## src/hw/sid_pkg.sv

```systemverilog
// Shared constants for the step interpolator and diagnostic pin block
package sid_pkg;
  // ----------------------------------------------------------------
  // Register bus geometry
  // ----------------------------------------------------------------
  localparam int unsigned ADDR_W = 8; // Byte address width
  localparam int unsigned DATA_W = 32; // Register data width
  // ----------------------------------------------------------------
  // Register byte addresses
  // ----------------------------------------------------------------
  localparam logic [7:0] ADDR_GLOBAL_CFG = 8'h00; // global_config_reg
  localparam logic [7:0] ADDR_CHOP_CFG = 8'h04; // chopper_config_reg
  localparam logic [7:0] ADDR_CURRENT = 8'h08; // Run and hold levels
  localparam logic [7:0] ADDR_STATUS = 8'h0C; // Flags and microstep count
  // ----------------------------------------------------------------
  // global_config_reg fields
  // ----------------------------------------------------------------
  localparam int unsigned GC_FAST_STILL = 0; // fast_still_detect
  localparam int unsigned GC_PIN0_PP = 1; // Pin zero push-pull
  localparam int unsigned GC_PIN1_PP = 2; // Pin one push-pull
  localparam int unsigned GC_PIN0_SEL = 4; // Pin zero select mask, 4 bits
  localparam int unsigned GC_PIN1_SEL = 8; // Pin one select mask, 4 bits
  localparam int unsigned SEL_W = 4; // Select mask width
  // ----------------------------------------------------------------
  // chopper_config_reg fields
  // ----------------------------------------------------------------
  localparam int unsigned CC_INTERP = 0; // interp_enable
  localparam int unsigned CC_DEDGE = 1; // dual_edge_step
  localparam int unsigned CC_RES = 4; // Input resolution shift, 4 bits
  localparam int unsigned CC_CHOP = 8; // Chopper mode, 2 bits
  localparam int unsigned RES_W = 4; // Resolution shift width
  localparam int unsigned CHOP_W = 2; // Chopper mode width
  // ----------------------------------------------------------------
  // Current and status fields
  // ----------------------------------------------------------------
  localparam int unsigned LVL_W = 5; // Current level width
  localparam int unsigned CUR_RUN = 0; // Run level position
  localparam int unsigned CUR_HOLD = 8; // hold_current_level position
  localparam int unsigned ST_STILL = 0; // still_flag
  localparam int unsigned ST_TARGET = 1; // target_hit_event, write one to clear
  localparam int unsigned ST_RESET = 2; // Reset flag, write one to clear
  localparam int unsigned ST_MSCNT = 16; // Microstep counter position
  // ----------------------------------------------------------------
  // Sequencer and timing
  // ----------------------------------------------------------------
  localparam int unsigned MS_W = 10; // Microstep counter width
  localparam int unsigned REM_W = 9; // Pending microsteps, up to 256
  localparam int unsigned MAX_RES = 8; // Shift for fullstep input
  localparam int unsigned STILL_CLKS = 1 << 20; // Standstill timeout
  localparam int unsigned FAST_CLKS = 1 << 18; // Shortened timeout
  // ----------------------------------------------------------------
  // Reset values and chopper modes
  // ----------------------------------------------------------------
  localparam logic [3:0] RES_RST = 4'h0; // 256 microstep input
  localparam logic [4:0] RUN_RST = 5'h1F; // Full run level
  localparam logic [4:0] HOLD_RST = 5'h08; // Reduced hold level
  localparam logic [1:0] CHOP_CYCLE = 2'h0; // Cycle-based chopper
  localparam logic [1:0] CHOP_TOFF = 2'h1; // Constant off-time chopper
  // Diagnostic source bits within a select mask
  localparam int unsigned SRC_STALL = 0;
  localparam int unsigned SRC_INDEX = 1;
  localparam int unsigned SRC_CHOP = 2;
  localparam int unsigned SRC_SKIP = 3;
endpackage

```

## src/hw/sid_top.sv

```systemverilog
// Step interpolator with standstill detection and diagnostic pins
`timescale 1ns/1ps
// How it works
// - Up to 256 microsteps interpolated per active edge
// - One to 256 microsteps per input step
// - Interpolate only while interp_enable set
// - Previous period split into equal sub-intervals
// - No edge for 2^20 clocks sets still_flag
// - fast_still_detect shortens timeout to 2^18
// - Standstill selects hold_current_level
// - Next active edge clears still_flag
// - Rate change adapts; leftover microsteps dropped
// - Pin selection and output type configurable
// - status_pin_zero low during reset
// - Selectable stall output on diagnostic pin
// - Index asserts at microstep zero
// - Index lasts one microstep, maybe many clocks
// - Chopper on-state alternates between coils
// - Skipped-step output toggles per skipped step
// - Controller mode shows compare and interrupt
// - target_hit_event set at reset
// - dual_edge_step makes both edges active
module sid_top #(
  parameter int unsigned STILL_CYCLES = sid_pkg::STILL_CLKS, // Standstill timeout
  parameter int unsigned FAST_CYCLES = sid_pkg::FAST_CLKS // Fast timeout
) (
  input wire logic clk_i,
  input wire logic rst_n_i,
  input wire logic [sid_pkg::ADDR_W-1:0] addr_i,
  input wire logic [sid_pkg::DATA_W-1:0] wr_data_i,
  input wire logic wr_en_i,
  input wire logic rd_en_i,
  output logic [sid_pkg::DATA_W-1:0] rd_data_o,
  input wire logic motion_pulse_in_i,
  input wire logic direction_i,
  input wire logic external_pulse_select_i,
  input wire logic stall_i,
  input wire logic chop_on_a_i,
  input wire logic chop_on_b_i,
  input wire logic skip_step_i,
  input wire logic pos_compare_i,
  input wire logic ramp_irq_i,
  output logic [sid_pkg::MS_W-1:0] microstep_cnt_o,
  output logic [sid_pkg::LVL_W-1:0] coil_level_o,
  output logic still_o,
  output logic status_pin_zero_o,
  output logic status_pin_zero_oe_o,
  output logic status_pin_one_o,
  output logic status_pin_one_oe_o
);
  // ----------------------------------------------------------------
  // State
  // ----------------------------------------------------------------
  localparam int unsigned CW = $clog2(STILL_CYCLES) + 1; // Interval counter width
  localparam logic [CW-1:0] TMO_SLOW = CW'(STILL_CYCLES);
  localparam logic [CW-1:0] TMO_FAST = CW'(FAST_CYCLES);

  typedef struct packed {
    logic [2:0] step_s; // Pin synchroniser, bit 0 first
    logic [2:0] dir_s;
    logic [2:0] sel_s;
    logic step_lvl; // Accepted step level
    logic dir_lvl; // Accepted direction
    logic sel_lvl; // Accepted mode pin, high is step/dir mode
    logic [CW-1:0] per; // Clocks since last active edge
    logic [CW-1:0] last_per; // Previous step interval
    logic [CW-1:0] sub; // Clocks into current sub-interval
    logic [sid_pkg::REM_W-1:0] remain; // Microsteps still to issue
    logic [sid_pkg::MS_W-1:0] mscnt; // Microstep counter
    logic still; // still_flag
    logic target_hit; // target_hit_event
    logic reset_flag; // Set by reset, cleared by software
    logic skip_tgl; // Skipped-step toggle
    logic chop_alt; // Coil shown on chopper output
    logic chop_prev; // Previous shown on-state
    logic [11:0] gcfg; // global_config_reg
    logic [9:0] ccfg; // chopper_config_reg
    logic [sid_pkg::LVL_W-1:0] run_lvl;
    logic [sid_pkg::LVL_W-1:0] hold_lvl; // hold_current_level
    logic [sid_pkg::LVL_W-1:0] coil;
    logic [sid_pkg::DATA_W-1:0] rdata;
    logic p0_o;
    logic p0_oe;
    logic p1_o;
    logic p1_oe;
  } sid_state_t;

  sid_state_t q, d;

  // ----------------------------------------------------------------
  // Helpers
  // ----------------------------------------------------------------
  // Advance the sequencer by amount, backwards when dir is high
  function automatic logic [sid_pkg::MS_W-1:0] sid_advance(
    input logic [sid_pkg::MS_W-1:0] cnt,
    input logic dir,
    input logic [sid_pkg::MS_W-1:0] amount
  );
    sid_advance = dir ? cnt - amount : cnt + amount;
  endfunction

  // Pin driver: returns {level, enable}; open drain pulls low when active
  function automatic logic [1:0] sid_drive(input logic active, input logic pp);
    sid_drive = pp ? {active, 1'b1} : {1'b0, active};
  endfunction

  // Combinational views of the state
  logic edge_act; // Active step edge this cycle
  logic rise;
  logic fall;
  logic interp;
  logic [sid_pkg::RES_W-1:0] res;
  logic [sid_pkg::REM_W-1:0] step_size;
  logic [CW-1:0] interval;
  logic [CW-1:0] tmo;
  logic index;
  logic chop_show;
  logic [3:0] src;
  logic act0;
  logic act1;

  always_comb
  begin
    // Edge is counted only once the last two stages agree
    rise = q.step_s[1] & q.step_s[2] & ~q.step_lvl;
    fall = ~q.step_s[1] & ~q.step_s[2] & q.step_lvl;
    edge_act = rise | (fall & q.ccfg[sid_pkg::CC_DEDGE]);
    interp = q.ccfg[sid_pkg::CC_INTERP];
    // Resolution beyond fullstep is clamped
    res = (q.ccfg[sid_pkg::CC_RES +: sid_pkg::RES_W] > sid_pkg::RES_W'(sid_pkg::MAX_RES))
        ? sid_pkg::RES_W'(sid_pkg::MAX_RES) : q.ccfg[sid_pkg::CC_RES +: sid_pkg::RES_W];
    step_size = sid_pkg::REM_W'(1) << res;
    interval = q.last_per >> res;
    tmo = q.gcfg[sid_pkg::GC_FAST_STILL] ? TMO_FAST : TMO_SLOW;
    index = (q.mscnt == '0);
    // Only the two chopper modes that have a clear on phase are shown
    chop_show = ((q.ccfg[sid_pkg::CC_CHOP +: sid_pkg::CHOP_W] == sid_pkg::CHOP_CYCLE)
              || (q.ccfg[sid_pkg::CC_CHOP +: sid_pkg::CHOP_W] == sid_pkg::CHOP_TOFF))
              && (q.chop_alt ? chop_on_b_i : chop_on_a_i);
    src = '0;
    src[sid_pkg::SRC_STALL] = stall_i;
    src[sid_pkg::SRC_INDEX] = index;
    src[sid_pkg::SRC_CHOP] = chop_show;
    src[sid_pkg::SRC_SKIP] = q.skip_tgl;
    // Step/dir mode uses the masks, controller mode the fixed sources
    if (q.sel_lvl)
    begin
      act0 = |(src & q.gcfg[sid_pkg::GC_PIN0_SEL +: sid_pkg::SEL_W]);
      act1 = |(src & q.gcfg[sid_pkg::GC_PIN1_SEL +: sid_pkg::SEL_W]);
    end
    else
    begin
      act0 = q.target_hit;
      act1 = ramp_irq_i;
    end
  end

  // ----------------------------------------------------------------
  // Next state
  // ----------------------------------------------------------------
  always_comb
  begin
    d = q;
    // Three-stage synchronisers for pins
    d.step_s = {q.step_s[1:0], motion_pulse_in_i};
    d.dir_s = {q.dir_s[1:0], direction_i};
    d.sel_s = {q.sel_s[1:0], external_pulse_select_i};
    if (q.step_s[1] == q.step_s[2])
    begin
      d.step_lvl = q.step_s[2];
    end
    if (q.dir_s[1] == q.dir_s[2])
    begin
      d.dir_lvl = q.dir_s[2];
    end
    if (q.sel_s[1] == q.sel_s[2])
    begin
      d.sel_lvl = q.sel_s[2];
    end
    // Interval counter: restart on edge, saturate at the timeout
    if (edge_act)
    begin
      d.per = '0;
      d.last_per = q.per;
      d.still = 1'b0;
    end
    else if (q.per < tmo)
    begin
      d.per = q.per + CW'(1);
      if (q.per + CW'(1) >= tmo)
      begin
        d.still = 1'b1;
      end
    end
    else
    begin
      d.still = 1'b1; // Timeout shortened while already past it
    end
    // Sequencer
    if (edge_act && interp)
    begin
      // Leftovers from the old rate are dropped on purpose
      d.remain = step_size;
      d.sub = '0;
    end
    else if (edge_act)
    begin
      d.remain = '0;
      d.mscnt = sid_advance(q.mscnt, q.dir_lvl, sid_pkg::MS_W'(step_size));
    end
    else if (!interp)
    begin
      d.remain = '0; // Pending steps die when interpolation stops
    end
    else if (q.remain != '0)
    begin
      // Interval zero means one microstep per clock
      if (q.sub + CW'(1) >= interval)
      begin
        d.sub = '0;
        d.remain = q.remain - sid_pkg::REM_W'(1);
        d.mscnt = sid_advance(q.mscnt, q.dir_lvl, sid_pkg::MS_W'(1));
      end
      else
      begin
        d.sub = q.sub + CW'(1);
      end
    end
    // Coil level follows the next standstill state
    d.coil = d.still ? q.hold_lvl : q.run_lvl;
    // Skipped-step toggle
    if (skip_step_i)
    begin
      d.skip_tgl = ~q.skip_tgl;
    end
    // Alternate coils at the end of each shown on phase
    d.chop_prev = q.chop_alt ? chop_on_b_i : chop_on_a_i;
    if (q.chop_prev && !d.chop_prev)
    begin
      d.chop_alt = ~q.chop_alt;
    end
    // Register reads, one cycle later; unmapped reads give zero
    d.rdata = '0;
    if (rd_en_i)
    begin
      unique case (addr_i)
        sid_pkg::ADDR_GLOBAL_CFG: d.rdata = sid_pkg::DATA_W'(q.gcfg);
        sid_pkg::ADDR_CHOP_CFG: d.rdata = sid_pkg::DATA_W'(q.ccfg);
        sid_pkg::ADDR_CURRENT:
        begin
          d.rdata[sid_pkg::CUR_RUN +: sid_pkg::LVL_W] = q.run_lvl;
          d.rdata[sid_pkg::CUR_HOLD +: sid_pkg::LVL_W] = q.hold_lvl;
        end
        sid_pkg::ADDR_STATUS:
        begin
          d.rdata[sid_pkg::ST_STILL] = q.still;
          d.rdata[sid_pkg::ST_TARGET] = q.target_hit;
          d.rdata[sid_pkg::ST_RESET] = q.reset_flag;
          d.rdata[sid_pkg::ST_MSCNT +: sid_pkg::MS_W] = q.mscnt;
        end
        default: d.rdata = '0;
      endcase
    end
    // Register writes; write one clears, but a new event wins
    if (wr_en_i)
    begin
      unique case (addr_i)
        sid_pkg::ADDR_GLOBAL_CFG: d.gcfg = wr_data_i[11:0];
        sid_pkg::ADDR_CHOP_CFG: d.ccfg = wr_data_i[9:0];
        sid_pkg::ADDR_CURRENT:
        begin
          d.run_lvl = wr_data_i[sid_pkg::CUR_RUN +: sid_pkg::LVL_W];
          d.hold_lvl = wr_data_i[sid_pkg::CUR_HOLD +: sid_pkg::LVL_W];
        end
        sid_pkg::ADDR_STATUS:
        begin
          if (wr_data_i[sid_pkg::ST_TARGET])
          begin
            d.target_hit = 1'b0;
          end
          if (wr_data_i[sid_pkg::ST_RESET])
          begin
            d.reset_flag = 1'b0;
          end
        end
        default: d = d; // Unmapped writes are ignored
      endcase
    end
    if (pos_compare_i)
    begin
      d.target_hit = 1'b1;
    end
    // Pin drivers
    {d.p0_o, d.p0_oe} = sid_drive(act0, q.gcfg[sid_pkg::GC_PIN0_PP]);
    {d.p1_o, d.p1_oe} = sid_drive(act1, q.gcfg[sid_pkg::GC_PIN1_PP]);
  end

  // ----------------------------------------------------------------
  // Registers
  // ----------------------------------------------------------------
  // Reset pulls pin zero low and sets both event flags
  always_ff @(posedge clk_i)
  begin
    if (!rst_n_i)
    begin
      q <= '0;
      q.p0_o <= 1'b0;
      q.p0_oe <= 1'b1;
      q.target_hit <= 1'b1;
      q.reset_flag <= 1'b1;
      // Mode reads as controller until the pin settles, so pin zero never blinks
      q.ccfg <= {2'h0, sid_pkg::RES_RST, 3'h0, 1'b1};
      q.run_lvl <= sid_pkg::RUN_RST;
      q.hold_lvl <= sid_pkg::HOLD_RST;
      q.coil <= sid_pkg::RUN_RST;
    end
    else
    begin
      q <= d;
    end
  end

  assign rd_data_o = q.rdata;
  assign microstep_cnt_o = q.mscnt;
  assign coil_level_o = q.coil;
  assign still_o = q.still;
  assign status_pin_zero_o = q.p0_o;
  assign status_pin_zero_oe_o = q.p0_oe;
  assign status_pin_one_o = q.p1_o;
  assign status_pin_one_oe_o = q.p1_oe;

  // ----------------------------------------------------------------
  // Assertions
  // ----------------------------------------------------------------
  property p_still_set;
    @(posedge clk_i) disable iff (!rst_n_i)
    (!edge_act && q.per + CW'(1) == tmo && q.per < tmo) |=> q.still;
  endproperty
  a_still_set: assert property (p_still_set) else $error("still_flag not set");

  property p_still_clr;
    @(posedge clk_i) disable iff (!rst_n_i)
    (edge_act && q.still) |=> (!q.still && q.per == '0);
  endproperty
  a_still_clr: assert property (p_still_clr) else $error("still_flag not cleared");

  property p_sat;
    @(posedge clk_i) disable iff (!rst_n_i)
    (q.per <= TMO_SLOW);
  endproperty
  a_sat: assert property (p_sat) else $error("interval counter overran");

  property p_direct;
    @(posedge clk_i) disable iff (!rst_n_i)
    (edge_act && !interp && !q.dir_lvl) |=>
      q.mscnt == $past(q.mscnt) + sid_pkg::MS_W'($past(step_size));
  endproperty
  a_direct: assert property (p_direct) else $error("direct step wrong");

  property p_load;
    @(posedge clk_i) disable iff (!rst_n_i)
    (edge_act && interp) |=> (q.remain == $past(step_size) && q.mscnt == $past(q.mscnt));
  endproperty
  a_load: assert property (p_load) else $error("interpolation not reloaded");

  property p_hold;
    @(posedge clk_i) disable iff (!rst_n_i)
    q.still && $stable(q.hold_lvl) && $past(q.still) |-> coil_level_o == q.hold_lvl;
  endproperty
  a_hold: assert property (p_hold) else $error("hold level not applied");

  property p_rst_pin;
    @(posedge clk_i) disable iff (!rst_n_i)
    $rose(rst_n_i) |-> (status_pin_zero_oe_o && !status_pin_zero_o);
  endproperty
  a_rst_pin: assert property (p_rst_pin) else $error("pin zero not low at reset");

  property p_skip;
    @(posedge clk_i) disable iff (!rst_n_i)
    skip_step_i |=> q.skip_tgl != $past(q.skip_tgl);
  endproperty
  a_skip: assert property (p_skip) else $error("skip toggle missed");

  property p_index;
    @(posedge clk_i) disable iff (!rst_n_i)
    (q.sel_lvl && q.gcfg[sid_pkg::GC_PIN1_SEL +: sid_pkg::SEL_W] == 4'h2 && q.mscnt == '0)
      |=> (status_pin_one_oe_o && status_pin_one_o == $past(q.gcfg[sid_pkg::GC_PIN1_PP]));
  endproperty
  a_index: assert property (p_index) else $error("index not shown");

  c_still: cover property (@(posedge clk_i) disable iff (!rst_n_i) q.still ##1 edge_act);
  c_interp: cover property (@(posedge clk_i) disable iff (!rst_n_i)
    interp && edge_act && q.remain != '0);
  c_wrap: cover property (@(posedge clk_i) disable iff (!rst_n_i) $rose(index));
endmodule

```

## config.mk

```make
export PLATFORM = sky130hd
export DESIGN_NAME = sid_top
export DESIGN_NICKNAME = d
export VERILOG_FILES = /design/src/hw/sid_pkg.sv /design/src/hw/sid_top.sv
export SDC_FILE = /design/constraint.sdc
export NUM_CORES = 1
export LEC_CHECK = 0
export BUFFER_PORTS_ARGS = -buffer_cell sky130_fd_sc_hd__buf_2
export CAP_MARGIN = 15
export CORE_UTILIZATION = 64
export DETAILED_ROUTE_END_ITERATION = 12
export PLACE_DENSITY = 0.92
export SYNTH_ARGS = -nofsm -noshare
export SYNTH_HDL_FRONTEND = slang
export SYNTH_SLANG_ARGS = --single-unit
```

## constraint.sdc

```tcl
create_clock -name clk_i -period 6.1 [get_ports clk_i]
set_input_delay 0.305 -clock clk_i [delete_from_list [all_inputs] [get_ports clk_i]]
set_output_delay 0.305 -clock clk_i [all_outputs]
set_load 0.1 [all_outputs]
```

==> summary.md <==
| Metric | Value |
|---|---|
| First-pass GRT wire length | `39,900 um` |
| Total global-route track usage | `30.8%` |
| Post-synth top area cell | `dfxtp_1` |
| Routed vias/inst | `6.28` |
| Fin. max-slew vios | `0` |
| Unique masters post-synth | `78` |
| Worst hold path class | `input port to flop` |
| Layout area overhead | `6.81%` |
| Vias in the first global route | `8,457` |
| Initial antenna violation count | `0` |
| CTS clk-pin slew, worst paths | `0.07 ns` |
| Reg2reg start | `q[56]$_SDFFE_PN0P_` |
| Leakage Power | `about 4.3 nW` |
| Critical path class | `flop to flop` |
| Core area | `0.0151 mm2` |
| Die width | `126 um` |
| PwrDens | `263 mW/mm2` |
| CTS H-tree depth | `4` |
| Layout Skew | `about 0.015 ns` |
| Post-CTS Resized | `0` |
| Top cell type's share of synthesized area | `33.2%` |
| Number of remaining DRC errors | `0` |
| # fillers | `1,094` |
| Die H | `between 100 and 150 um` |
| DR top layer | `met4` |
| Routed wl met3 | `1410 um` |
| R2R Setup Slk | `1.16 ns` |
| Async SR Flop Fraction | `0%` |
| Post-Place Cells | `1,371` |
| Most frequent cells in the layout | `dfxtp_1 (164), nand2_1 (152), nor2_1 (114)` |
| Crit path from | `q[56]$_SDFFE_PN0P_` |
| DR iter-0 viols | `874` |
| Total grt overflow | `0` |
| CP Max Fanout | `19` |
| IO Port Bufs | `76` |
| Data arrival, critical path | `5.32 ns` |
| Worst-Margin Slew | `approximately 0.93 ns` |
| Setup WS post-layout | `1.16 ns` |
| # Post-CTS Setup Buffers | `0` |
| Multi-input logic area | `0.00587 mm2` |
| Startpoint Class | `flop` |
| Post-placement cell area | `0.00995 mm2` |
| Via count | `8,808` |
| Number of enable flip-flop cells after synthesis | `0` |
| Synth Area per Inst | `around 8 um2` |
| Top cells by area, synth | `dfxtp_1 (33%), mux2i_1 (9.0%), ha_1 (5.9%)` |
| Cell Rows | `45` |
| Met2 WL | `11,400 um` |
| Routed Antenna Nets | `0` |
| Final Critical Period | `4.94 ns` |
| Syn Std Cell Area | `0.00988 mm2` |
| Total I/O pin count | `approximately 110` |
| Clock Tree Buf Depth | `2` |
| Ys flop type | `dfxtp_1` |
| Pin count of the biggest net entering global routing | `66` |
| Worst r2r path cells | `14` |
| Setup TNS | `0 ns` |
| DR pass1 iterations | `5` |
| Relative slew margins | `38.1%` |
| Clock tree sinks | `164` |
| Reg-to-Reg End | `microstep_cnt_o[2]$_SDFFE_PN0P_` |
| Setup Viol. Count Final | `0` |
| Fin crit share | `around four fifths` |
| Num CTS Buffers | `17` |
| CTS tree | `done` |
| GPL Wtd Cong | `between 0.9 and 1` |
| Layout cells sized above 1 | `12.7%` |
| Final-report hold violation count | `0` |
| F_max | `202 MHz` |
| Worst vdd ir | `0.227 mV` |
| Register area | `about 0.0033 mm2` |
| RSZ-0062 raised after global routing | `no` |
| Max-cap violations | `0` |
| Cells after Synth | `roughly 1,200` |
| Final cell count without fillers | `1,403` |
| Routed len/inst | `16.9 um` |
| Hold_buf cts | `0` |
| Pre-CTS WS | `1.23 ns` |
| CP endpoint kind | `flop` |
| Root Buffer | `clkbuf_16` |
| WP data required | `roughly 6.5 ns` |
| Status | `finished, final reports clean` |
| Antenna cells | `0` |
| Min-Delay Endpoint | `q[77]$_SDFFE_PP1P_` |
| Final net count | `between 1,000 and 1,500` |
| Die area | `0.0159 mm2` |
| Most common cell after layout, fill and taps aside | `dfxtp_1` |
| DRT met1 WL | `10,200 um` |
| Hold_ws | `0.0370 ns` |
| Synthesized flop and latch total | `164` |
| Final HPWL from detailed placement | `16,000 um` |
| WHS Path Cells | `2` |
| Initial Util | `65.3%` |
| Skew-Pair Late Insertion Delay | `0.46 ns` |
| Hold Startpoint | `pos_compare_i` |
| Register area share after synthesis | `33.2%` |
| Yosys warning count | `0` |
| Routed wire length | `between 20,000 and 25,000 um` |
| Final instance area | `~0.011 mm2` |
## kinds of logic after synthesis
family,synth area share [%]
xor gates and xnor gates,5.23
adders and majority gates,6.35
DFF,33.2
and+or+nand+nor,23.2
buffers and inverters,7.76
other,0.0379
AOI/OAI and AO/OA,14.5
muxes,9.70
## synthesized netlist by cell type (all sizes together) (4+ instances only)
| master | n |
|---|---|
| dfxtp | 164 |
| nand2 | 152 |
| nor2 | 114 |
| mux2i | 89 |
| a21oi | 87 |
| buf | 74 |
| nand3 | 53 |
| clkbuf | 48 |
| ha | 47 |
| o21ai | 44 |
| xnor2 | 32 |
| nor3 | 30 |
| xor2 | 27 |
| inv | 26 |
| and2 | 22 |
| nand4 | 22 |
| or3 | 20 |
| o22ai | 12 |
| and3 | 11 |
| nor2b | 10 |
| or4 | 10 |
| a211oi | 9 |
| nand2b | 9 |
| o21a | 9 |
| nor4 | 7 |
| o211ai | 6 |
| a32o | 5 |
| or2 | 5 |
| a2111oi | 4 |
| a21o | 4 |
| a31o | 4 |
| mux2 | 4 |
| nand3b | 4 |
| o32ai | 4 |
| o41ai | 4 |
## state kept, by name (all words and copies together), names as in the netlist
signal and cells:
status_pin_zero_o 1, status_pin_zero_oe_o 1, rd_data_o 23, interp 1
status_pin_one_oe_o 1, still_o 1, microstep_cnt_o 10, coil_level_o 5
status_pin_one_o 1, q 120
## how the worst max path moves through the flow
stage               slack, ns                               to  cells after the start
finish                   1.16  microstep_cnt_o[2]$_SDFFE_PN0P_                     14
global route             0.78  microstep_cnt_o[2]$_SDFFE_PN0P_                     14
CTS                      1.22  microstep_cnt_o[3]$_SDFFE_PN0P_                     14
detailed placement       1.23  microstep_cnt_o[3]$_SDFFE_PN0P_                     14
global placement         1.49  microstep_cnt_o[1]$_SDFFE_PN0P_                     14
floorplan                2.32               q[92]$_SDFFE_PN0P_                     16
## where the power goes
part | internal [mW] | total [mW] | switching [mW]
clock network | 0.608 | 1.12 | 0.509
registers | 1.10 | 1.14 | 0.0349
logic | 0.176 | 0.527 | 0.351
total | 1.89 | 2.78 | 0.895
## per-stage QoR
| step | utilization [%] | power (mW) |
|---|---|---|
| global placement | 65.7 | 1.65 |
| detailed placement | 65.7 | 1.67 |
| CTS | 69.7 | 2.77 |
| floorplan | - | 1.60 |
| global route | 69.7 | 2.87 |
| finish | 69.7 | 2.78 |
## critical path, stage by stage (launching register included)
cell and delay, ns:
dfxtp_1 0.73, nand2b_1 0.66, a211oi_1 0.39, a21oi_1 0.13, mux2i_1 0.21, nor2_1 0.06
a21oi_1 0.15, ha_1 0.28, a21oi_1 0.15, o21ai_1 0.10, a2111oi_1 0.51, a211oi_2 0.22
o21a_1 0.37, a21oi_2 0.61, mux2i_1 0.28
## layer usage
| metal | track usage, % | vias up |
|---|---|---|
| li1 | - | 4178 |
| met1 | 38.6 | 4212 |
| met2 | 51.7 | 336 |
| met3 | 5.82 | 82 |
| met4 | 13.0 | 0 |
| met5 | 0 | - |
## final cells by class
class                      instances  area share, %
clock inverter                    13           1.47
tap                              188           2.23
multi-input combinational        906           55.6
sequential                       164           31.1
inverter                          26          0.924
clock buffer                      19           4.29
timing repair buffer              87           4.38
(Power assumes the default switching activity.)
